[src/inc/tmr_regs_pkg.sv]
// Purpose: constants and carriers for the dual timer register block
// Assumes: nibble registers, one per 32-bit APB word at index*4
// Notes:   offsets are register indices; byte address is four times them
package tmr_regs_pkg;
  localparam int          ADDR_W          = 18;
  localparam logic [15:0] IDX_CTRL        = 16'hffc0;
  localparam logic [15:0] IDX_SRC_SEL     = 16'hffc2;
  localparam logic [15:0] IDX_T0_PRESC    = 16'hffc3;
  localparam logic [15:0] IDX_T1_PRESC    = 16'hffc4;
  localparam logic [15:0] IDX_T1_RLD_HI   = 16'hffc9;
  localparam logic [15:0] IDX_T0_CNT_LO   = 16'hffcc;
  localparam logic [15:0] IDX_T0_CNT_HI   = 16'hffcd;
  localparam logic [15:0] IDX_T1_CNT_LO   = 16'hffce;
  localparam logic [15:0] IDX_T1_CNT_HI   = 16'hffcf;
  localparam logic [15:0] IDX_T0_MATCH_LO = 16'hffd2;
  localparam logic [15:0] IDX_T0_MATCH_HI = 16'hffd3;
  localparam logic [15:0] IDX_T1_MATCH_LO = 16'hffd4;
  localparam logic [15:0] IDX_T1_MATCH_HI = 16'hffd5;
  localparam logic [15:0] IDX_PWM_SEL     = 16'hffd8;
  localparam logic [15:0] IDX_MATCH_EN    = 16'hffe0;
  localparam logic [15:0] IDX_UFLOW_EN    = 16'hffe1;
  localparam logic [15:0] IDX_MATCH_FLAG  = 16'hfff0;
  localparam logic [15:0] IDX_UFLOW_FLAG  = 16'hfff1;
  // control and prescaler register field positions
  localparam int          CTRL_CHAIN_BIT  = 3;
  localparam int          CTRL_EVENT_BIT  = 2;
  localparam int          RATIO_LSB       = 2;
  localparam logic [3:0]  NIBBLE_RESET    = 4'h0;
  localparam logic [1:0]  PAIR_RESET      = 2'h0;
  localparam logic [7:0]  BYTE_RESET      = 8'h00;
  // prescaler terminal counts for /1, /4, /32, /256
  localparam logic [7:0]  DIV1_LAST       = 8'h00;
  localparam logic [7:0]  DIV4_LAST       = 8'h03;
  localparam logic [7:0]  DIV32_LAST      = 8'h1f;
  localparam logic [7:0]  DIV256_LAST     = 8'hff;

  typedef struct packed {
    logic [7:0] t1_count;
    logic [7:0] t0_count;
    logic       t1_underflow;
    logic       t0_underflow;
  } core_status_s;

  typedef struct packed {
    logic       chain_sixteen_bit;
    logic       t0_event_count_mode;
    logic [1:0] pwm_enable;
    logic [3:0] t1_reload_upper;
  } core_cfg_s;
endpackage : tmr_regs_pkg

[src/hdl/tmr_regs.sv]
// Purpose: APB register block, prescalers and event flags of a dual
//          8-bit down-counting timer
// Assumes: oscillator clocks arrive as levels synchronous to sys_clk;
//          counter core supplies live counts and underflow pulses
// Notes:   zero-wait APB slave, answer in the first access cycle
`timescale 1ns/1ps
`default_nettype none
module tmr_regs
  import tmr_regs_pkg::*;
#(
  parameter int CNT_W = 8
) (
  input  wire logic                              sys_clk,
  input  wire logic                              arst_n,
  input  wire logic                              psel,
  input  wire logic                              penable,
  input  wire logic                              pwrite,
  input  wire logic [tmr_regs_pkg::ADDR_W-1:0]   paddr,
  input  wire logic [31:0]                       pwdata,
  input  wire logic [3:0]                        pstrb,
  output var  logic [31:0]                       prdata,
  output var  logic                              pready,
  output var  logic                              pslverr,
  input  wire logic                              low_speed_osc_clock,
  input  wire logic                              high_speed_osc_clock,
  input  wire tmr_regs_pkg::core_status_s        core_status,
  output var  tmr_regs_pkg::core_cfg_s           core_cfg,
  output var  logic [1:0]                        presc_tick,
  output var  logic [1:0]                        match_pulse,
  output var  logic [1:0]                        match_irq,
  output var  logic [1:0]                        underflow_irq
);
  import tmr_regs_pkg::*;

  function automatic logic [7:0] ratio_last(input logic [1:0] ratio);
    logic [7:0] r;
    r = DIV1_LAST;
    case (ratio)
      2'h1:    r = DIV4_LAST;
      2'h2:    r = DIV32_LAST;
      2'h3:    r = DIV256_LAST;
      default: r = DIV1_LAST;
    endcase
    return r;
  endfunction : ratio_last

  // register state
  logic             chain_q;
  logic             evt_mode_q;
  logic [1:0]       src_sel_q;
  logic [1:0]       t0_ratio_q;
  logic [1:0]       t1_ratio_q;
  logic [3:0]       t1_reload_upper_q;
  logic [CNT_W-1:0] t0_match_value_q;
  logic [CNT_W-1:0] t1_match_value_q;
  logic [1:0]       pwm_en_q;
  logic [1:0]       match_en_q;
  logic [1:0]       uflow_en_q;
  logic [1:0]       match_flag_q;
  logic [1:0]       uflow_flag_q;
  logic [1:0]       match_flag_d;
  logic [1:0]       uflow_flag_d;
  logic [3:0]       t0_hold_q;
  logic [3:0]       t1_hold_q;

  // bus decode
  logic [15:0]      idx;
  logic             wr_acc;
  logic             rd_acc;
  logic [3:0]       wnib;
  logic [31:0]      rd_value;
  logic             mapped;

  assign idx    = paddr[ADDR_W-1:2];
  assign wr_acc = psel && penable && pready && pwrite && pstrb[0];
  assign rd_acc = psel && !penable && !pwrite;
  assign wnib   = pwdata[3:0];

  // single wait-free access: answer prepared during setup
  always_ff @(posedge sys_clk or negedge arst_n) begin
    if (!arst_n) begin
      pready <= 1'b0;
    end else begin
      pready <= psel && !penable;
    end
  end

  always_comb begin
    rd_value = 32'h0000_0000;
    mapped   = 1'b1;
    if (idx == IDX_CTRL) begin
      rd_value[CTRL_CHAIN_BIT] = chain_q;
      rd_value[CTRL_EVENT_BIT] = evt_mode_q;
    end else if (idx == IDX_SRC_SEL) begin
      rd_value[1:0] = src_sel_q;
    end else if (idx == IDX_T0_PRESC) begin
      rd_value[3:2] = t0_ratio_q;
    end else if (idx == IDX_T1_PRESC) begin
      rd_value[3:2] = t1_ratio_q;
    end else if (idx == IDX_T1_RLD_HI) begin
      rd_value[3:0] = t1_reload_upper_q;
    end else if (idx == IDX_T0_CNT_LO) begin
      rd_value[3:0] = core_status.t0_count[3:0];
    end else if (idx == IDX_T0_CNT_HI) begin
      rd_value[3:0] = t0_hold_q;
    end else if (idx == IDX_T1_CNT_LO) begin
      rd_value[3:0] = core_status.t1_count[3:0];
    end else if (idx == IDX_T1_CNT_HI) begin
      rd_value[3:0] = t1_hold_q;
    end else if (idx == IDX_T0_MATCH_LO) begin
      rd_value[3:0] = t0_match_value_q[3:0];
    end else if (idx == IDX_T0_MATCH_HI) begin
      rd_value[3:0] = t0_match_value_q[7:4];
    end else if (idx == IDX_T1_MATCH_LO) begin
      rd_value[3:0] = t1_match_value_q[3:0];
    end else if (idx == IDX_T1_MATCH_HI) begin
      rd_value[3:0] = t1_match_value_q[7:4];
    end else if (idx == IDX_PWM_SEL) begin
      rd_value[1:0] = pwm_en_q;
    end else if (idx == IDX_MATCH_EN) begin
      rd_value[1:0] = match_en_q;
    end else if (idx == IDX_UFLOW_EN) begin
      rd_value[1:0] = uflow_en_q;
    end else if (idx == IDX_MATCH_FLAG) begin
      rd_value[1:0] = match_flag_q;
    end else if (idx == IDX_UFLOW_FLAG) begin
      rd_value[1:0] = uflow_flag_q;
    end else begin
      mapped = 1'b0;
    end
  end

  // data and error are latched in setup so they stand for the access cycle
  always_ff @(posedge sys_clk or negedge arst_n) begin
    if (!arst_n) begin
      prdata  <= 32'h0000_0000;
      pslverr <= 1'b0;
    end else if (psel && !penable) begin
      prdata  <= pwrite ? 32'h0000_0000 : rd_value;
      pslverr <= !mapped;
    end else begin
      pslverr <= 1'b0;
    end
  end

  // high nibble frozen on low read
  // taken at setup with prdata, so a live count cannot tear the pair
  always_ff @(posedge sys_clk or negedge arst_n) begin
    if (!arst_n) begin
      t0_hold_q <= NIBBLE_RESET;
      t1_hold_q <= NIBBLE_RESET;
    end else if (rd_acc) begin
      if (idx == IDX_T0_CNT_LO) begin
        t0_hold_q <= core_status.t0_count[7:4];
      end
      if (idx == IDX_T1_CNT_LO) begin
        t1_hold_q <= core_status.t1_count[7:4];
      end
    end
  end

  always_ff @(posedge sys_clk or negedge arst_n) begin
    if (!arst_n) begin
      chain_q    <= 1'b0;
      evt_mode_q <= 1'b0;
    end else if (wr_acc && idx == IDX_CTRL) begin
      chain_q    <= wnib[CTRL_CHAIN_BIT];
      evt_mode_q <= wnib[CTRL_EVENT_BIT];
    end
  end

  always_ff @(posedge sys_clk or negedge arst_n) begin
    if (!arst_n) begin
      src_sel_q  <= PAIR_RESET;
      t0_ratio_q <= PAIR_RESET;
      t1_ratio_q <= PAIR_RESET;
    end else if (wr_acc) begin
      if (idx == IDX_SRC_SEL) begin
        src_sel_q <= wnib[1:0];
      end
      if (idx == IDX_T0_PRESC) begin
        t0_ratio_q <= wnib[RATIO_LSB+1:RATIO_LSB];
      end
      if (idx == IDX_T1_PRESC) begin
        t1_ratio_q <= wnib[RATIO_LSB+1:RATIO_LSB];
      end
    end
  end

  always_ff @(posedge sys_clk or negedge arst_n) begin
    if (!arst_n) begin
      t1_reload_upper_q <= NIBBLE_RESET;
      t0_match_value_q  <= BYTE_RESET;
      t1_match_value_q  <= BYTE_RESET;
    end else if (wr_acc) begin
      if (idx == IDX_T1_RLD_HI) begin
        t1_reload_upper_q <= wnib;
      end
      if (idx == IDX_T0_MATCH_LO) begin
        t0_match_value_q[3:0] <= wnib;
      end
      if (idx == IDX_T0_MATCH_HI) begin
        t0_match_value_q[7:4] <= wnib;
      end
      if (idx == IDX_T1_MATCH_LO) begin
        t1_match_value_q[3:0] <= wnib;
      end
      if (idx == IDX_T1_MATCH_HI) begin
        t1_match_value_q[7:4] <= wnib;
      end
    end
  end

  always_ff @(posedge sys_clk or negedge arst_n) begin
    if (!arst_n) begin
      pwm_en_q   <= PAIR_RESET;
      match_en_q <= PAIR_RESET;
      uflow_en_q <= PAIR_RESET;
    end else if (wr_acc) begin
      if (idx == IDX_PWM_SEL) begin
        pwm_en_q <= wnib[1:0];
      end
      if (idx == IDX_MATCH_EN) begin
        match_en_q <= wnib[1:0];
      end
      if (idx == IDX_UFLOW_EN) begin
        uflow_en_q <= wnib[1:0];
      end
    end
  end

  always_ff @(posedge sys_clk or negedge arst_n) begin
    if (!arst_n) begin
      core_cfg <= '0;
    end else begin
      core_cfg.chain_sixteen_bit   <= chain_q;
      core_cfg.t0_event_count_mode <= evt_mode_q;
      core_cfg.pwm_enable          <= pwm_en_q;
      core_cfg.t1_reload_upper     <= t1_reload_upper_q;
    end
  end

  // prescalers: oscillator inputs are sampled, so an edge is one cycle
  logic             lo_prev_q;
  logic             hi_prev_q;
  logic             lo_rise;
  logic             hi_rise;
  logic [1:0]       src_edge;
  logic [1:0]       presc_live;
  logic [7:0]       div_cnt_q [2];
  logic [1:0]       ratio_sel [2];

  always_ff @(posedge sys_clk or negedge arst_n) begin
    if (!arst_n) begin
      lo_prev_q <= 1'b0;
      hi_prev_q <= 1'b0;
    end else begin
      lo_prev_q <= low_speed_osc_clock;
      hi_prev_q <= high_speed_osc_clock;
    end
  end

  assign lo_rise      = low_speed_osc_clock && !lo_prev_q;
  assign hi_rise      = high_speed_osc_clock && !hi_prev_q;
  assign ratio_sel[0] = t0_ratio_q;
  assign ratio_sel[1] = t1_ratio_q;
  // source select ignored by timer 0 in event mode and by timer 1 when chained
  // in those modes the prescaler is parked, since its output is unused
  assign presc_live[0] = !evt_mode_q;
  assign presc_live[1] = !chain_q;
  assign src_edge[0] = src_sel_q[0] ? hi_rise : lo_rise;
  assign src_edge[1] = src_sel_q[1] ? hi_rise : lo_rise;

  for (genvar t = 0; t < 2; t++) begin : g_presc
    always_ff @(posedge sys_clk or negedge arst_n) begin
      if (!arst_n) begin
        div_cnt_q[t]  <= BYTE_RESET;
        presc_tick[t] <= 1'b0;
      end else if (!presc_live[t]) begin
        div_cnt_q[t]  <= BYTE_RESET;
        presc_tick[t] <= 1'b0;
      end else if (src_edge[t]) begin
        if (div_cnt_q[t] >= ratio_last(ratio_sel[t])) begin
          div_cnt_q[t]  <= BYTE_RESET;
          presc_tick[t] <= 1'b1;
        end else begin
          div_cnt_q[t]  <= div_cnt_q[t] + 8'h01;
          presc_tick[t] <= 1'b0;
        end
      end else begin
        presc_tick[t] <= 1'b0;
      end
    end
  end

  // compare: a pulse on entering equality, so a stalled count fires once
  logic [1:0]       eq_now;
  logic [1:0]       eq_prev_q;
  logic [1:0]       match_hit;

  assign eq_now[0] = pwm_en_q[0] &&
                     (core_status.t0_count == t0_match_value_q);
  assign eq_now[1] = pwm_en_q[1] && !chain_q &&
                     (core_status.t1_count == t1_match_value_q);
  assign match_hit = eq_now & ~eq_prev_q;

  always_ff @(posedge sys_clk or negedge arst_n) begin
    if (!arst_n) begin
      eq_prev_q   <= PAIR_RESET;
      match_pulse <= PAIR_RESET;
    end else begin
      eq_prev_q   <= eq_now;
      match_pulse <= match_hit;
    end
  end

  always_comb begin
    match_flag_d = match_flag_q;
    uflow_flag_d = uflow_flag_q;
    if (wr_acc && idx == IDX_MATCH_FLAG) begin
      match_flag_d = match_flag_q & ~wnib[1:0];
    end
    if (wr_acc && idx == IDX_UFLOW_FLAG) begin
      uflow_flag_d = uflow_flag_q & ~wnib[1:0];
    end
    match_flag_d = match_flag_d | match_hit;
    uflow_flag_d = uflow_flag_d |
      {core_status.t1_underflow, core_status.t0_underflow};
  end

  always_ff @(posedge sys_clk or negedge arst_n) begin
    if (!arst_n) begin
      match_flag_q  <= PAIR_RESET;
      uflow_flag_q  <= PAIR_RESET;
      match_irq     <= PAIR_RESET;
      underflow_irq <= PAIR_RESET;
    end else begin
      match_flag_q  <= match_flag_d;
      uflow_flag_q  <= uflow_flag_d;
      match_irq     <= match_flag_d & match_en_q;
      underflow_irq <= uflow_flag_d & uflow_en_q;
    end
  end
endmodule : tmr_regs
`default_nettype wire

[config.mk]
export PLATFORM = sky130hd
export DESIGN_NAME = tmr_regs
export DESIGN_NICKNAME = d
export VERILOG_FILES = /design/src/inc/tmr_regs_pkg.sv /design/src/hdl/tmr_regs.sv
export SDC_FILE = /design/constraint.sdc
export NUM_CORES = 1
export LEC_CHECK = 0
export ABC_AREA = 1
export ABC_CLOCK_PERIOD_IN_PS = 2300
export BUFFER_PORTS_ARGS = -buffer_cell sky130_fd_sc_hd__buf_2
export CAP_MARGIN = 20
export CORE_MARGIN = 1.5
export CORE_UTILIZATION = 53
export CTS_BUF_LIST = sky130_fd_sc_hd__clkbuf_16
export DETAILED_ROUTE_END_ITERATION = 8
export GPL_ROUTABILITY_DRIVEN = 1
export GPL_TIMING_DRIVEN = 0
export PLACE_DENSITY = 0.79
export SETUP_SLACK_MARGIN = 0.02
export SYNTH_ARGS = -nofsm -noshare
export SYNTH_HDL_FRONTEND = slang
export SYNTH_SLANG_ARGS = --single-unit
[constraint.sdc]
create_clock -name sys_clk -period 2.3 [get_ports sys_clk]
set_clock_uncertainty 0.1 [all_clocks]
set_input_delay 0.345 -clock sys_clk [delete_from_list [all_inputs] [get_ports sys_clk]]
set_output_delay 0.345 -clock sys_clk [all_outputs]
set_load 0.01 [all_outputs]
==> results.txt <==
Tot GR Track Use = 28.6%
Most common cell after layout, fill and taps aside = nand2_1
Area share of the largest cell type after synthesis = 41.7%
Chip width = 103 µm
Total power = 3.26 mW
Critical path's largest stage delay = 0.46 ns
CTS Root Cell = clkbuf_16
Initial DRT Pass Iterations = 6
CTS tree = yes
Final critical-path required period = 2.11 ns
Vias in the first global route = 4930
Area post-placement = 5920 µm²
Total Wirelength = 14300 µm
Synth Instances = 700
Final hold violations = 0
Adder-Cell Fraction of Synth Area = 4.26%
Post-CTS setup repair buffer count = 0
Wirelength per Cell = 15.1 µm
PwrDens = 523 nW/µm²
Total number of vias = 5058
Die Y = 103 µm
Largest family of logic cells by synthesized area = simple AND/OR/NAND/NOR gates
EDFF count, synth = 0
Number of I/O pins = 129
Post-synthesis xor/xnor area fraction = 2.32%
Post-Route Utilization = 64.0%
Core area = 9730 µm²
Layout cells sized above 1 = 17.0%
Status = finished, final reports clean
DRC viols = 0
R2R depth = 6
Measured slew at the worst slew-check pin = 0.662 ns
Clock transition at path regs = 0.06 ns
Unique cell type count in the Yosys netlist = 39
Tcrit/Tclk final = 91.9%
CP dominant cell by count = nand3_1
RSZ-0062 raised after global routing = no
Clk_lat worst skew = 0.34 ns
Slew headroom = 55.9%
Async SR Flop Fraction = 100%
Initial DRC Count = 385
WP data required = 2.39 ns
Total gr overflow = 0
Post-synthesis mux area share = 0.639%
Most frequent cells in the layout = nand2_1 (157), inv_1 (99), dfrtp_1 (88), buf_2 (68)
First-pass GRT wire length = 23200 µm
Initial antenna violation count = 0
Final nets = 904
TritonCTS buffer count = 9
Largest net degree at the start of global routing = 52
Flops & latches, synth = 88
# fillers = 899
H-tree levels = 3
Crit path capture type = flop
Sequential-to-total area share from yosys stat = 41.7%
Top FF cell, synth = dfrtp_1
Die area = 10600 µm²
Synth Warn # = 0
Final instance area = 6230 µm²
CP Launch Type = flop
Worst EP arrival = 2.21 ns
CP Cell Sequence = nand3_1 > nor2_1 > clkbuf_1 > nand3_1 > nand2_1 > o21ai_0
Hold Path Class = primary input to flop
CP Max Fanout = 10
Max IR drop VDD = 0.332 mV
Synthesized cell area = 5290 µm²
Area added between synthesis and finish = 17.8%
Max-cap viol count = 0
Static Leak = 3.17 nW
Remaining antenna violation count = 0
GPL Wtd Cong = 0.967
Hold Path Stages = 1
# clock sinks = 88
Post-Synth Simple-Gate Area = 26.4%
DP HPWL = 11100 µm
FMAX = 0.473 GHz
Cell row count = 36
Port bufs = 67
Initial Util = 54.3%
Final Max Tran Viols = 0
Synth area leader = dfrtp_1
CTS Buffer Depth = 2
Compound-Gate Fraction of Synth Area = 12.8%
CP Class = flop to flop
Ant diodes = 0
Synth top area cells = dfrtp_1 (42%), nand2_1 (11%), inv_1 (7.0%)
Vias per cell = 5.35
Synthesized area per cell = 7.55 µm²
Final setup fails = 0
Crit-path slowest cell = clkbuf_1
-- where the power goes --
part	total [mW]	leakage [nW]	switching [mW]	internal, mW
registers	1.55	1.21	0.00146	1.55
clock network	1.44	0.138	0.607	0.830
logic	0.266	1.82	0.173	0.0927
total	3.26	3.17	0.782	2.48
-- metrics by stage --
step	TNS, ns	instances	setup slack, ns	hold WS, ns
floorplan	0	727	0.492	-0.0506
global placement	-0.0266	927	-0.0266	0.304
detailed placement	-0.0684	928	-0.0650	0.250
CTS	0	945	0.230	0.0287
global route	0	945	0.0550	0.0247
finish	0	945	0.186	0.0332
-- cell families after synthesis --
| family | Yosys count |
|---|---|
| xor gates and xnor gates | 14 |
| AOI/OAI and AO/OA | 121 |
| and+or+nand+nor | 317 |
| muxes | 3 |
| other | 1 |
| buffers and inverters | 138 |
| DFF | 88 |
| adders and majority gates | 18 |
-- final timing paths --
kind | slack [ns] | startpoint | end
setup / recovery | 0.19 | pready | t0_match_value_q[0]
hold / removal | 0.03 | low_speed_osc_clock | lo_prev_q
setup reg to reg | 0.19 | pready | t0_match_value_q[0]
hold reg to reg | 0.32 | eq_prev_q[1] | match_pulse[1]
max in group asynchronous | 1.05 | arst_n | t0_hold_q[3]
min in group asynchronous | 0.43 | arst_n | div_cnt_q[13]
-- metal layers --
metal / share of wire (%) / vias to the layer above / global-route usage (%) / routed length, µm
met1: 42 / 2367 / 35.5 / 6080
met5: 0 / - / 0 / 0
met3: 5.5 / 41 / 3.86 / 788
met4: 3.1 / 0 / 12.3 / 443
met2: 49 / 191 / 49.9 / 7000
li1: - / 2459 / - / -
-- worst max-delay path: cells and delay by family (launching register included) --
family	cells	cell delay (ns)
AOI/OAI and AO/OA	1	0.09
and+or+nand+nor	4	0.97
buffers and inverters	1	0.46
DFF	1	0.34
-- cell type report --
type                            count  area, µm²  area share (%)
Sequential cell                    88       2200            35.4
Inverter                          104        390            6.27
Tap cell                          133        166            2.67
Timing Repair Buffer               69        375            6.03
Multi-Input combinational cell    501       2570            41.3
Buffer                             34        235            3.78
Clock inverter                      7       62.6            1.00
Clock buffer                        9        225            3.62
-- Yosys cell counts (7+ instances only) --
| master | number |
|---|---|
| inv_1 | 99 |
| nor3_1 | 14 |
| dfrtp_1 | 88 |
| nor2_1 | 61 |
| nor2_2 | 7 |
| o21ai_0 | 60 |
| ha_1 | 18 |
| nand3_1 | 46 |
| nand2_1 | 157 |
| buf_4 | 28 |
| a21oi_1 | 22 |
| xor2_1 | 9 |
| o22ai_1 | 19 |
| nand4_1 | 15 |
-- registers in the layout, summed over array words and instances, names as in the netlist, 4 cells and up --
name,flops
div_cnt_q,16
core_cfg,8
t1_hold_q,4
prdata,4
t0_match_value_q,8
t1_reload_upper_q,4
t1_match_value_q,8
t0_hold_q,4
-- what timing repair did --
item,CTS,global route
endpoints found under the setup margin,0,1
resized for setup,0,2
hold buffers,1,0
endpoints found under the hold margin,37,0
(Power assumes the default switching activity.)
